File: config.mk
export PLATFORM = sky130hd
export DESIGN_NAME = srs_top
export DESIGN_NICKNAME = d
export VERILOG_FILES = /design/src/srs_pkg.sv /design/src/srs_top.sv /design/src/srs_sync.sv
export SDC_FILE = /design/constraint.sdc
export NUM_CORES = 1
export LEC_CHECK = 0
export BUFFER_PORTS_ARGS = -buffer_cell sky130_fd_sc_hd__clkbuf_2
export CAP_MARGIN = 25
export CORE_AREA = 10 10 109 111
export CTS_BUF_LIST = sky130_fd_sc_hd__clkbuf_8
export DETAILED_ROUTE_END_ITERATION = 16
export DIE_AREA = 0 0 119 121
export PLACE_DENSITY_LB_ADDON = 0.2
export SLEW_MARGIN = 0
export SYNTH_ARGS = -nofsm -noshare
export SYNTH_HDL_FRONTEND = slang
export SYNTH_HIERARCHICAL = 1
export SYNTH_SLANG_ARGS = --single-unit
File: constraint.sdc
create_clock -name clk_sys -period 2.95 [get_ports clk_sys]
set_clock_uncertainty 0.15 [all_clocks]
set_input_delay 0.59 -clock clk_sys [delete_from_list [all_inputs] [get_ports clk_sys]]
set_output_delay 0.59 -clock clk_sys [all_outputs]
set_load 0.02 [all_outputs]
File: src/srs_pkg.sv
// constants and types shared by the startup reset sequencer
// What this block does
// global reset stays asserted while the external reset input or the power-on reset is asserted.
// the chip leaves reset when the later of the two reset sources releases.
// startup works both from a held external reset and from power-up alone.
// power-on reset holds typically 3 ms after the core supply passes 0.8V, never under 1.5 ms.
// about 120 us after leaving reset the reference-clock request output rises.
// after leaving reset the chip stays asleep at least 4.2 ms before going on.
// the reference oscillator and slow clock, where fitted, oscillate by the end of the sleep time.
// with no external slow clock seen on its input, the internal slow sleep clock is used.
// with no reference oscillator fitted, the crystal pins are taken as driving a crystal.
// release of the combined reset is synchronised so all counters leave reset on one edge.
package srs_pkg;
   localparam int unsigned CLK_HZ        = 10_000_000;
   localparam int unsigned POR_TYP_US    = 3000;
   localparam int unsigned POR_MIN_US    = 1500;
   localparam int unsigned CLKREQ_US     = 120;
   localparam int unsigned SLEEP_MIN_US  = 4200;
   // least times scale to whole cycles; cycles per microsecond round down
   localparam int unsigned POR_CYC       = (POR_TYP_US * (CLK_HZ / 1_000_000));
   localparam int unsigned POR_MIN_CYC   = (POR_MIN_US * (CLK_HZ / 1_000_000));
   localparam int unsigned CLKREQ_CYC    = (CLKREQ_US * (CLK_HZ / 1_000_000));
   localparam int unsigned SLEEP_CYC     = (SLEEP_MIN_US * (CLK_HZ / 1_000_000));
   // slow clock seen as present if it toggles within this many cycles
   localparam int unsigned SLOW_WIN_CYC  = 1000;
   localparam int unsigned CNT_W         = 16;

   typedef enum logic [1:0] {
      SRS_RESET,
      SRS_SLEEP,
      SRS_RUN
   } srs_state_t;

   typedef struct packed {
      logic use_int_slow;
      logic use_crystal;
      logic run;
   } srs_status_t;
endpackage

File: src/srs_top.sv
// startup reset sequencer: power-on reset, reset combine, clock request and sleep timing
`timescale 1ns/100ps
`default_nettype none
module srs_top #(
   parameter int unsigned POR_CYC   = srs_pkg::POR_CYC,
   parameter int unsigned CLKREQ_CYC = srs_pkg::CLKREQ_CYC,
   parameter int unsigned SLEEP_CYC = srs_pkg::SLEEP_CYC,
   parameter int unsigned SLOW_WIN  = srs_pkg::SLOW_WIN_CYC
) (
   input  wire logic          clk_sys,
   input  wire logic          resetn,
   input  wire logic          ext_resetn,
   input  wire logic          core_supply_ok,
   input  wire logic          slow_clock_input,
   input  wire logic          ref_oscillator_present,
   output logic               global_resetn,
   output logic               clk_req,
   output logic               sleep_done,
   output srs_pkg::srs_status_t status
);
   localparam int CW = srs_pkg::CNT_W;

   ////////////////////////////////////////////////////////////////////////////
   // input synchronisers
   logic ext_rstn_s;
   logic supply_s;
   logic slow_s;
   logic ref_s;

   srs_sync #(.RST_VAL(1'b0)) u_sync_ext (
      .clk_sys (clk_sys),
      .resetn  (resetn),
      .din     (ext_resetn),
      .dout    (ext_rstn_s)
   );
   srs_sync #(.RST_VAL(1'b0)) u_sync_sup (
      .clk_sys (clk_sys),
      .resetn  (resetn),
      .din     (core_supply_ok),
      .dout    (supply_s)
   );
   srs_sync #(.RST_VAL(1'b0)) u_sync_slow (
      .clk_sys (clk_sys),
      .resetn  (resetn),
      .din     (slow_clock_input),
      .dout    (slow_s)
   );
   srs_sync #(.RST_VAL(1'b0)) u_sync_ref (
      .clk_sys (clk_sys),
      .resetn  (resetn),
      .din     (ref_oscillator_present),
      .dout    (ref_s)
   );

   ////////////////////////////////////////////////////////////////////////////
   // power-on reset timer: counts from the supply crossing its threshold
   logic [CW-1:0] por_cnt_q, por_cnt_d;
   logic          por_done_q, por_done_d;

   always_comb begin
      por_cnt_d  = por_cnt_q;
      por_done_d = por_done_q;
      if (!supply_s) begin
         // supply dip restarts the power-on reset
         por_cnt_d  = '0;
         por_done_d = 1'b0;
      end else if (!por_done_q) begin
         if (por_cnt_q == CW'(POR_CYC - 1)) begin
            por_done_d = 1'b1;
         end else begin
            por_cnt_d = por_cnt_q + CW'(1);
         end
      end
   end

   always_ff @(posedge clk_sys or negedge resetn) begin
      if (!resetn) begin
         por_cnt_q  <= '0;
         por_done_q <= 1'b0;
      end else begin
         por_cnt_q  <= por_cnt_d;
         por_done_q <= por_done_d;
      end
   end

   ////////////////////////////////////////////////////////////////////////////
   // reset combine; both sources already on clk_sys so release is one edge
   logic rel_q, rel_d;

   always_comb begin
      // either source low holds reset; last to release wins
      rel_d = ext_rstn_s & por_done_q;
   end

   always_ff @(posedge clk_sys or negedge resetn) begin
      if (!resetn) begin
         rel_q <= 1'b0;
      end else begin
         rel_q <= rel_d;
      end
   end

   ////////////////////////////////////////////////////////////////////////////
   // sequencer
   srs_pkg::srs_state_t st_q, st_d;
   logic [CW-1:0] seq_cnt_q, seq_cnt_d;
   logic          req_q, req_d;
   logic          done_q, done_d;

   always_comb begin
      st_d      = st_q;
      seq_cnt_d = seq_cnt_q;
      req_d     = req_q;
      done_d    = done_q;
      if (!rel_q) begin
         st_d      = srs_pkg::SRS_RESET;
         seq_cnt_d = '0;
         req_d     = 1'b0;
         done_d    = 1'b0;
      end else begin
         unique case (st_q)
            srs_pkg::SRS_RESET: begin
               st_d      = srs_pkg::SRS_SLEEP;
               seq_cnt_d = '0;
            end
            srs_pkg::SRS_SLEEP: begin
               seq_cnt_d = seq_cnt_q + CW'(1);
               if (seq_cnt_q == CW'(CLKREQ_CYC - 1)) begin
                  req_d = 1'b1;
               end
               if (seq_cnt_q == CW'(SLEEP_CYC - 1)) begin
                  st_d   = srs_pkg::SRS_RUN;
                  done_d = 1'b1;
               end
            end
            srs_pkg::SRS_RUN: begin
               seq_cnt_d = seq_cnt_q;
            end
         endcase
      end
   end

   always_ff @(posedge clk_sys or negedge resetn) begin
      if (!resetn) begin
         st_q      <= srs_pkg::SRS_RESET;
         seq_cnt_q <= '0;
         req_q     <= 1'b0;
         done_q    <= 1'b0;
      end else begin
         st_q      <= st_d;
         seq_cnt_q <= seq_cnt_d;
         req_q     <= req_d;
         done_q    <= done_d;
      end
   end

   ////////////////////////////////////////////////////////////////////////////
   // clock source choice, made during sleep and frozen at its end
   logic          slow_prev_q, slow_prev_d;
   logic [CW-1:0] win_cnt_q, win_cnt_d;
   logic          int_slow_q, int_slow_d;
   logic          xtal_q, xtal_d;

   always_comb begin
      slow_prev_d = slow_s;
      win_cnt_d   = win_cnt_q;
      int_slow_d  = int_slow_q;
      xtal_d      = xtal_q;
      if (st_q == srs_pkg::SRS_SLEEP) begin
         // cycles since the last slow-clock edge, saturating at the window
         if (slow_s != slow_prev_q) begin
            win_cnt_d = '0;
         end else if (win_cnt_q != CW'(SLOW_WIN)) begin
            win_cnt_d = win_cnt_q + CW'(1);
         end
         // judged only once the oscillators must be running
         if (seq_cnt_q == CW'(SLEEP_CYC - 1)) begin
            int_slow_d = (win_cnt_d == CW'(SLOW_WIN));
            xtal_d     = !ref_s;
         end
      end else begin
         // a clock that stopped before sleep must not count as present
         win_cnt_d = CW'(SLOW_WIN);
         if (!rel_q) begin
            int_slow_d = 1'b0;
            xtal_d     = 1'b0;
         end
      end
   end

   always_ff @(posedge clk_sys or negedge resetn) begin
      if (!resetn) begin
         slow_prev_q <= 1'b0;
         win_cnt_q   <= '0;
         int_slow_q  <= 1'b0;
         xtal_q      <= 1'b0;
      end else begin
         slow_prev_q <= slow_prev_d;
         win_cnt_q   <= win_cnt_d;
         int_slow_q  <= int_slow_d;
         xtal_q      <= xtal_d;
      end
   end

   ////////////////////////////////////////////////////////////////////////////
   // outputs, all straight from flops
   always_ff @(posedge clk_sys or negedge resetn) begin
      if (!resetn) begin
         global_resetn <= 1'b0;
         clk_req       <= 1'b0;
         sleep_done    <= 1'b0;
         status        <= '0;
      end else begin
         global_resetn <= rel_d;
         clk_req       <= req_d;
         sleep_done    <= done_d;
         status        <= '{use_int_slow: int_slow_d, use_crystal: xtal_d,
                            run: (st_d == srs_pkg::SRS_RUN)};
      end
   end
endmodule
`default_nettype wire

File: src/srs_sync.sv
// two-flop synchroniser with asynchronous reset
`timescale 1ns/100ps
`default_nettype none
module srs_sync #(
   parameter logic RST_VAL = 1'b0
) (
   input  wire logic clk_sys,
   input  wire logic resetn,
   input  wire logic din,
   output logic      dout
);
   logic meta_q;
   logic sync_q;

   always_ff @(posedge clk_sys or negedge resetn) begin
      if (!resetn) begin
         meta_q <= RST_VAL;
         sync_q <= RST_VAL;
      end else begin
         meta_q <= din;
         sync_q <= meta_q;
      end
   end

   assign dout = sync_q;
endmodule
`default_nettype wire

==> flow_summary.yaml, run 1 <==
finish:
  seqCellArea_um2: 1650
  diodes: 0
  multiInputGateArea_um2: 1580
  final_area_um2: 3710
  n_fill_cell: 996
  drive_gt1_share_pct: 10.6
  finalNonFillerCells: 483
  num-nets-final: 355
  syn_to_final_growth_pct: 11.2
  mostFrequentLayoutCells: "dfrtp_1 (66), nand2_1 (38), o21ai_0 (31), and2_1 (22)"
  final_common_cell: "dfrtp_1"
critical_path:
  worstReg2RegEnd: "status[2]"
  crit_fanout: 8
  cp.arrival_ps: 2410
  r2r_slack_ps: 660
  reg2reg_depth: 8
  cp-end-kind: "flip-flop"
  start_kind: "flip-flop"
  r2r_start: "win_cnt_q[0]"
  criticalPathCategory: "reg2reg"
  worst_ep_required_time_ps: 3070
timing:
  fin_ws_ps: 663
  worstMarginPinSlew_ps: 679
  rsz0062_at_grt: "false"
  slew_headroom_pct: 54.7
  drv_slew: 0
  hold_violations: 0
  fmaxAchievable_ghz: 0.437
  setup_viol: 0
  setup_tns_ps: 0
  finalCritPeriodShare_pct: 77.5
  period_minus_slack_ps: 2290
global_routing:
  grt_pass1_wl_mm: 11.6
  grt_max_degree: 31
  globalRoute.totalOverflow: 0
  antenna_found_initial: 0
  grt_use_total_pct: 9.84
  grt_pass1_vias: 2349
power:
  p_sw_w: 0.000375
  ir_drop_v: 0.000233
  power.density_nw_per_um2: 479
  p_total_w: 0.00178
  pwr-share-clk_pct: 45.8
  intPower_w: 0.00140
  sw_frac_of_total_pct: 21.1
  p_comb_share_pct: 2.3
  p_leak_nw: 1.52
  pwr-share-seq_pct: 51.9
clock_tree:
  cts_root_buffer: "clkbuf_8"
  ctsHoldBuffers: 0
  cts_setup_buffers: 0
  cts.repair.resized: 0
  clock-sinks: 66
  cts_tree: "built"
  clkTransAtPathRegs_ps: 70
  clockBufferDepth: 2
  cts_made_buffers: 9
  htreeDepth: 3
  worst_skew_pair.late_latency_ps: 340
synth:
  syn_nets: 346
  synth_area_per_cell_um2: 9.94
  synth_cells: 336
  yosysTopAreaCellShare_pct: 49.5
  synth_cell_types: 51
  ys_seq_area_share_pct: 49.5
  synth_edf_count: 0
  async_flop_share_pct: 100
  synth.cell_area_um2: 3340
  yosys.area.top_type: "dfrtp_1"
  synth_seq_cells: 66
  yosysWarnings: 6
  synth_top_flop_cell: "dfrtp_1"
  synth.area.top_cells: "dfrtp_1 (49%), xnor2_1 (5.0%), o21ai_0 (4.6%)"
drt:
  route.vias.total: 2391
  drtIter0Drc: 123
  ant_nets: 0
  drt_wl_total_mm: 6.65
  wl_per_cell_um: 13.8
  drc: 0
  drtPass1Iterations: 6
  vias_per_cell: 4.95
floorplanning:
  core_um2: 9640
  num_rows: 36
  dieArea_um2: 14400
  initial_utilization_pct: 34.6
  die_y_um: 121
  fp.dieW_um: 119
  ios: 12
place:
  place_inst: 467
  hpwl_mm: 4.63
  place_congestion: 0.795
  port_buffers: 11
  place_ws_ps: 644
  dpl-instance-area_um2: 3490
run_status:
  outcome: "completed"
hold_path:
  min_path_type: "in2async"
run:
  cap_violations: 0
-- metal layers --
layer  vias up  wire length [µm]  GRT usage [%]
li1       1191                 -              -
met1      1145              3240           12.7
met2        46              3000           14.8
met3         9               325           3.54
met4         0                86           3.66
met5         -                 0              0
-- final cells by class --
type                    count  area share (%)
clock buffers              13            4.82
clock inverters             3            1.01
multi-input cells         248            42.5
repair buffers             14            2.09
flip-flops and latches     66            44.5
inverters                   6           0.607
well taps                 133            4.48
-- worst max path at each step --
stage / startpoint / to / slack, ps / depth (start not counted)
2_1_floorplan: win_cnt_q[0] / status[2] / 910 / 8
3_3_place_gp: win_cnt_q[0] / status[2] / 720 / 8
3_5_place_dp: win_cnt_q[0] / status[2] / 640 / 8
4_1_cts: win_cnt_q[0] / status[2] / 630 / 8
5_1_grt: win_cnt_q[0] / status[2] / 460 / 8
6_report: win_cnt_q[0] / status[2] / 660 / 8
-- flip-flops by register name, summed over array words and instances, names as in the netlist, 2 cells and up --
register,cells
win_cnt_q,16
seq_cnt_q,16
status,3
st_q,2
por_cnt_q,16
-- power groups by stage --
stage               combinational [W]  sequential (W)  clock (W)
floorplan                   0.0000164        0.000936          0
global placement            0.0000438        0.000940          0
detailed placement          0.0000446        0.000941          0
CTS                         0.0000443        0.000923   0.000845
global route                0.0000504        0.000924   0.000881
finish                      0.0000417        0.000923   0.000814
-- cell usage after synthesis (2+ instances only) --
master and n:
a21oi_1 6, a31oi_1 2, and2_1 22, and3_1 7, and4_1 5, buf_4 3
buf_6 2, clkbuf_1 10, dfrtp_1 66, ha_1 4, inv_1 6, nand2_1 38
nand2b_1 2, nand3_1 19, nand4_1 14, nor2_1 18, nor2b_1 6, nor3_1 7
nor4_1 2, nor4b_1 3, o21a_1 2, o21ai_0 31, o31ai_1 2, or2_2 2
xnor2_1 19, xor2_1 13
-- metrics by stage --
| step | utilization [%] | hold slack [ps] |
|---|---|---|
| 2_1_floorplan | - | 144 |
| 3_3_place_gp | 36.3 | 183 |
| 3_5_place_dp | 36.3 | 185 |
| 4_1_cts | 38.5 | 143 |
| 5_1_grt | 38.5 | 185 |
| 6_report | 38.5 | 132 |
-- critical path, cell delays in order, from the launching register on --
cell	delay [ps]
dfrtp_1	450
inv_1	80
ha_1	140
nor4b_1	250
nand4_1	260
nor2_1	200
o2111ai_1	150
or4_1	430
o21ai_1	120
-- cells by family (layout without fill, tap and decap cells) --
kind of cell / count (synthesis) / count (layout) / share of synthesized area (%)
DFF: 66 / 66 / 49.5
muxes: 1 / 1 / 0.300
and+or+nand+nor: 157 / 157 / 27.0
AOI/OAI and AO/OA: 53 / 53 / 9.52
xor gates and xnor gates: 33 / 33 / 8.88
adders and majority gates: 4 / 4 / 1.50
buffers and inverters: 22 / 36 / 3.30
(Power assumes the default switching activity.)
==> run 2, diff against run 1 <==
- ABC_AREA: default -> 1
- CORE_AREA: 10 10 109 111 -> 10 10 112 114
- DIE_AREA: 0 0 119 121 -> 0 0 122 124
- clock period: 2.95 -> 2.3 ns (I/O delays scaled with it)
==> flow_summary.yaml, run 2 <==
synth:
  synth_top_flop_cell: "dfrtp_1"
  synth_seq_cells: 66
  synth_edf_count: 0
  synth.area.top_cells: "dfrtp_1 (47%), nand2_1 (8.0%), nand3_1 (6.3%)"
  yosysWarnings: 6
  syn_nets: 440
  synth_cell_types: 37
  yosys-top-cells-count: "nand2_1 (75), dfrtp_1 (66), nor2_1 (51), inv_1 (48), nand3_1 (44)"
  yosysTopAreaCellShare_pct: 47.0
  synth.cell_area_um2: 3510
  synth_area_per_cell_um2: 8.17
  synth_cells: 430
  async_flop_share_pct: 100
  yosys.cell_count.top_type: "nand2_1"
  yosys.area.top_type: "dfrtp_1"
  ys_seq_area_share_pct: 47.0
power:
  p_leak_nw: 1.74
  power.density_nw_per_um2: 515
  ir_drop_v: 0.000382
floorplanning:
  num_rows: 37
  die_y_um: 124
  initial_utilization_pct: 34.3
  ios: 12
  dieArea_um2: 15100
  core_um2: 10200
  fp.dieW_um: 122
critical_path:
  crit_fanout: 9
  critPathBufInv: 1
  cpPeakStageDelay_ps: 380
  worst_ep_required_time_ps: 2360
  cp_slowest_cell: "dfrtp_1"
  cp-end-kind: "flip-flop"
  cp.arrival_ps: 1990
  crit_family: "simple AND/OR/NAND/NOR gates"
  path_cells: "ha_1 > nand2_1 > nor2_4 > nand4_2 > nand2_4 > nand2_4 > inv_4 > o21ai_0 > nand2_1 > nor2_1"
  criticalPathCategory: "reg2reg"
  reg2reg_depth: 10
  path_depth: 10
  start_kind: "flip-flop"
clock_tree:
  clockBufferDepth: 2
  worst_skew_pair.late_latency_ps: 330
  cts_tree: "built"
  cts_made_buffers: 9
  cts_setup_buffers: 0
  htreeDepth: 3
  cts.repair.resized: 0
  cts_root_buffer: "clkbuf_8"
  clkTransAtPathRegs_ps: 60
  clock-sinks: 66
finish:
  syn_to_final_growth_pct: 11.2
  num-nets-final: 461
  drive_gt1_share_pct: 12.6
  final_area_um2: 3910
  mostFrequentLayoutCells: "nand2_1 (75), dfrtp_1 (66), inv_1 (51), nor2_1 (51), nand3_1 (44)"
  final_common_cell: "nand2_1"
  diodes: 0
  largest_registers: "por_cnt_q (16), seq_cnt_q (16), win_cnt_q (16)"
drt:
  drtPass1Iterations: 4
  route.vias.total: 2930
  drtIter0Drc: 164
  wl_per_cell_um: 13.3
  vias_per_cell: 4.97
  ant_nets: 0
  drc: 0
  drt_wl_total_mm: 7.81
timing:
  hold_violations: 0
  finalCritPeriodShare_pct: 83.9
  setup_viol: 0
  period_minus_slack_ps: 1930
  drv_slew: 0
  fmaxAchievable_ghz: 0.518
  slew_headroom_pct: 63.7
  worstMarginPinSlew_ps: 545
  rsz0062_at_grt: "false"
  setup_tns_ps: 0
global_routing:
  antenna_found_initial: 0
  grt_use_total_pct: 11.3
  globalRoute.totalOverflow: 0
  grt_max_degree: 24
  grt_pass1_vias: 2827
  grt_pass1_wl_mm: 13.6
run:
  cap_violations: 0
place:
  place_congestion: 0.903
  dpl-instance-area_um2: 3760
  port_buffers: 11
  hpwl_mm: 5.91
hold_path:
  hold_depth: 1
  min_path_type: "in2reg"
run_status:
  outcome: "completed"
-- run 2: cell types whose count changed after synthesis, sizes merged, moves of 16 or more --
cell and delta:
nand2 +45, inv +47, nand3 +25, and2 -22
xnor2 -16, nor2 +44
-- run 2: worst reg2reg max path, delay by kind of cell, from the launching register on --
family                     cells  cell delay [ps]
adders and majority gates      1              200
DFF                            1              380
AOI/OAI and AO/OA              1               90
buffers and inverters          1              140
and+or+nand+nor                7              860
-- run 2: worst paths after layout --
| check | from | to | slack, ps |
|---|---|---|---|
| max in group asynchronous | resetn | win_cnt_q[7] | 990 |
| max | por_cnt_q[0] | por_cnt_q[10] | 370 |
| min | ref_oscillator_present | u_sync_ref/meta_q | 80 |
| min reg2reg | u_sync_ext/meta_q | u_sync_ext/dout | 200 |
| max reg2reg | por_cnt_q[0] | por_cnt_q[10] | 370 |
| min in group asynchronous | resetn | u_sync_ref/meta_q | 500 |
-- run 2: timing repair --
action | 4_1_cts | 5_1_grt
setup endpoints to repair | 0 | 0
hold buffers | 1 | 0
endpoints found under the hold margin | 20 | 0
-- run 2: layout make-up --
class,instances,area (µm²)
Clock buffer,9,124
Clock inverter,4,16.3
Tap cell,136,170
Timing Repair Buffer,17,128
Sequential cell,66,1650
Multi-Input combinational cell,304,1620
Fill cell,1039,6320
Inverter,53,201
-- run 2: routing by layer --
layer | part of all wire [%] | vias to the layer above | wire, µm | global-route usage, %
met5 | 0 | - | 0 | 0
met4 | 1.5 | 0 | 117 | 5.51
met3 | 3.2 | 11 | 249 | 2.17
met2 | 45 | 56 | 3540 | 17.5
met1 | 50 | 1391 | 3900 | 14.8
li1 | - | 1472 | - | -
-- run 2: per-stage QoR --
stage          instances  power, W  util (%)  hold WS, ps  setup WS, ps
2_1_floorplan        430   0.00124         -         14.4           607
3_3_place_gp         575   0.00129      36.7          187           401
3_5_place_dp         575   0.00129      36.7          186           377
4_1_cts              589   0.00206      38.2         65.8           365
5_1_grt              589   0.00212      38.2         74.2           147
6_report             589   0.00201      38.2         84.1           371
-- run 2: kinds of logic (layout without fill, tap and decap cells) --
kind of cell / after synthesis / count (layout) / synth area share (%)
adders and majority gates: 4 / 4 / 1.42
muxes: 1 / 1 / 0.285
xor gates and xnor gates: 11 / 11 / 2.74
AOI/OAI and AO/OA: 53 / 53 / 8.58
DFF: 66 / 66 / 47.0
and+or+nand+nor: 235 / 235 / 32.9
buffers and inverters: 60 / 83 / 7.02
-- run 2: where the power goes --
group	internal (W)	leakage, nW	switching [W]
Combinational	0.0000264	0.785	0.0000514
Sequential	0.00117	0.868	0.0000101
Clock	0.000359	0.0846	0.000392
==> run 3, diff against run 2 <==
- clock period: 2.3 -> 1.9 ns (I/O delays scaled with it)
==> flow_summary.yaml, run 3 (same netlist as run 2, synthesis figures left out) <==
timing:
  rsz0062_at_grt: "true"
  worstMarginPinSlew_ps: 359
  setup_viol: 0
  fmaxAchievable_ghz: 0.539
  hold_violations: 0
  period_minus_slack_ps: 1860
  drv_slew: 0
  finalCritPeriodShare_pct: 97.7
  slew_headroom_pct: 76.1
global_routing:
  grt_use_total_pct: 11.3
  grt_most_used_layer: "met2"
  use_met2_pct: 16.9
  met3_usage_pct: 1.95
  grt_pass1_wl_mm: 14.0
  antenna_found_initial: 0
  grt_pass1_vias: 2947
  globalRoute.totalOverflow: 0
  grt_max_degree: 67
  met1_usage_pct: 15.9
run_status:
  outcome: "completed"
critical_path:
  worstReg2RegEnd: "seq_cnt_q[13]"
  cp.arrival_ps: 1920
  criticalPathCategory: "reg2reg"
  cp_slowest_cell: "dfrtp_1"
  r2r_slack_ps: 40
  r2r_start: "seq_cnt_q[1]"
  cp-end-kind: "flip-flop"
  startpoint: "seq_cnt_q[1]"
  path_cells: "buf_4 > nand3_2 > nor2_4 > nand4_1 > nor3_2 > a21oi_1 > o21ai_0 > o21ai_1"
  start_kind: "flip-flop"
  reg2reg_depth: 8
  cpPeakStageDelay_ps: 420
  crit_fanout: 4
  worst_ep_required_time_ps: 1960
clock_tree:
  htreeDepth: 3
  clkTransAtPathRegs_ps: 70
  worst_skew_pair.late_latency_ps: 330
  cts_made_buffers: 9
  clock-sinks: 66
  clockBufferDepth: 2
  cts_root_buffer: "clkbuf_8"
  cts_tree: "built"
finish:
  largest_registers: "por_cnt_q (16), seq_cnt_q (16), win_cnt_q (16)"
  fin_util_pct: 41.1
  seqCellArea_um2: 1650
  syn_to_final_growth_pct: 19.7
  drive_gt1_share_pct: 19.9
  mostFrequentLayoutCells: "nand2_1 (71), dfrtp_1 (66), nor2_1 (49), inv_1 (48), nand3_1 (41)"
  multiInputGateArea_um2: 1710
  num-nets-final: 486
  final_common_cell: "nand2_1"
  diodes: 0
  n_fill_cell: 1007
drt:
  drtPass1Iterations: 5
  ant_nets: 0
  vias_per_cell: 4.96
  drt_wl_total_mm: 8.03
  wl_per_cell_um: 13.1
  route.vias.total: 3047
  drc: 0
  drtIter0Drc: 219
power:
  ir_drop_v: 0.000371
  power.density_nw_per_um2: 600
  p_leak_nw: 1.86
  p_total_w: 0.00252
floorplanning:
  core_um2: 10200
  fp.dieW_um: 122
  die_y_um: 124
  initial_utilization_pct: 34.3
  ios: 12
  num_rows: 37
  dieArea_um2: 15100
hold_path:
  hold_end: "u_sync_ref/dout"
  hold_depth: 0
  min_path_type: "reg2reg"
  hp-start: "u_sync_ref/meta_q"
place:
  port_buffers: 11
  place_congestion: 0.894
  hpwl_mm: 5.69
run:
  cap_violations: 0
-- run 3: cell types whose count changed in the layout (fill, tap and decap cells not counted), moves of 3 or more --
| cell | previous run | this run |
|---|---|---|
| nand3_1 | 44 | 41 |
| nand2_1 | 75 | 71 |
| nor2_4 | 6 | 10 |
| inv_1 | 51 | 48 |
| dlygate4sd3_1 | 1 | 5 |
| buf_4 | 3 | 25 |
| nand2_2 | 5 | 9 |
| ha_1 | 4 | 1 |
-- run 3: worst max-delay path: cells and delay by family, from the launching register on --
kind / cells / cell delay (ps)
AND/OR/NAND/NOR: 4 / 760
AO/OA/AOI/OAI: 3 / 270
buffers and inverters: 1 / 140
flip-flops: 1 / 420
-- run 3: stage by stage --
stage | hold slack (ps) | worst slack (ps) | cells | area [µm²] | TNS [ps]
2_1_floorplan | -65.6 | 207 | 430 | 3510 | 0
3_3_place_gp | 189 | 69.7 | 586 | 3830 | 0
3_5_place_dp | 185 | 46.4 | 586 | 3830 | 0
4_1_cts | 199 | 42.1 | 604 | 4040 | 0
5_1_grt | 219 | -66.5 | 614 | 4200 | -128
6_report | 198 | 43.8 | 614 | 4200 | 0
-- run 3: worst max path at each step --
stage                    endpoint  slack (ps)
floorplan           por_cnt_q[10]         210
global placement        status[2]          70
detailed placement      status[1]          50
CTS                     status[2]          40
global route        seq_cnt_q[13]         -70
finish              seq_cnt_q[13]          40
-- run 3: what timing repair did --
item | 4_1_cts | 5_1_grt
hold buffers | 5 | 0
endpoints found under the hold margin | 70 | 0
endpoints found under the setup margin | 0 | 7
gates resized for setup | 0 | 23
setup buffers | 0 | 10
-- run 3: final cells by class --
class                           instances  area share, %
Clock buffer                           11           3.60
Clock inverter                          2          0.179
Inverter                               53           4.79
Tap cell                              136           4.05
Multi-Input combinational cell        304           40.7
Sequential cell                        66           39.3
Timing Repair Buffer                   42           7.44
-- run 3: metal layers --
metal	share of wire, %	vias to the layer above
met3	3.0	13
met1	50	1459
met2	45	45
li1	-	1530
met4	1.5	0
met5	0	-
-- run 3: report_power, final --
part	switching [W]	leakage [nW]	internal (W)
Combinational	0.0000648	0.900	0.0000351
Clock	0.000477	0.0897	0.000514
Sequential	0.0000100	0.868	0.00142
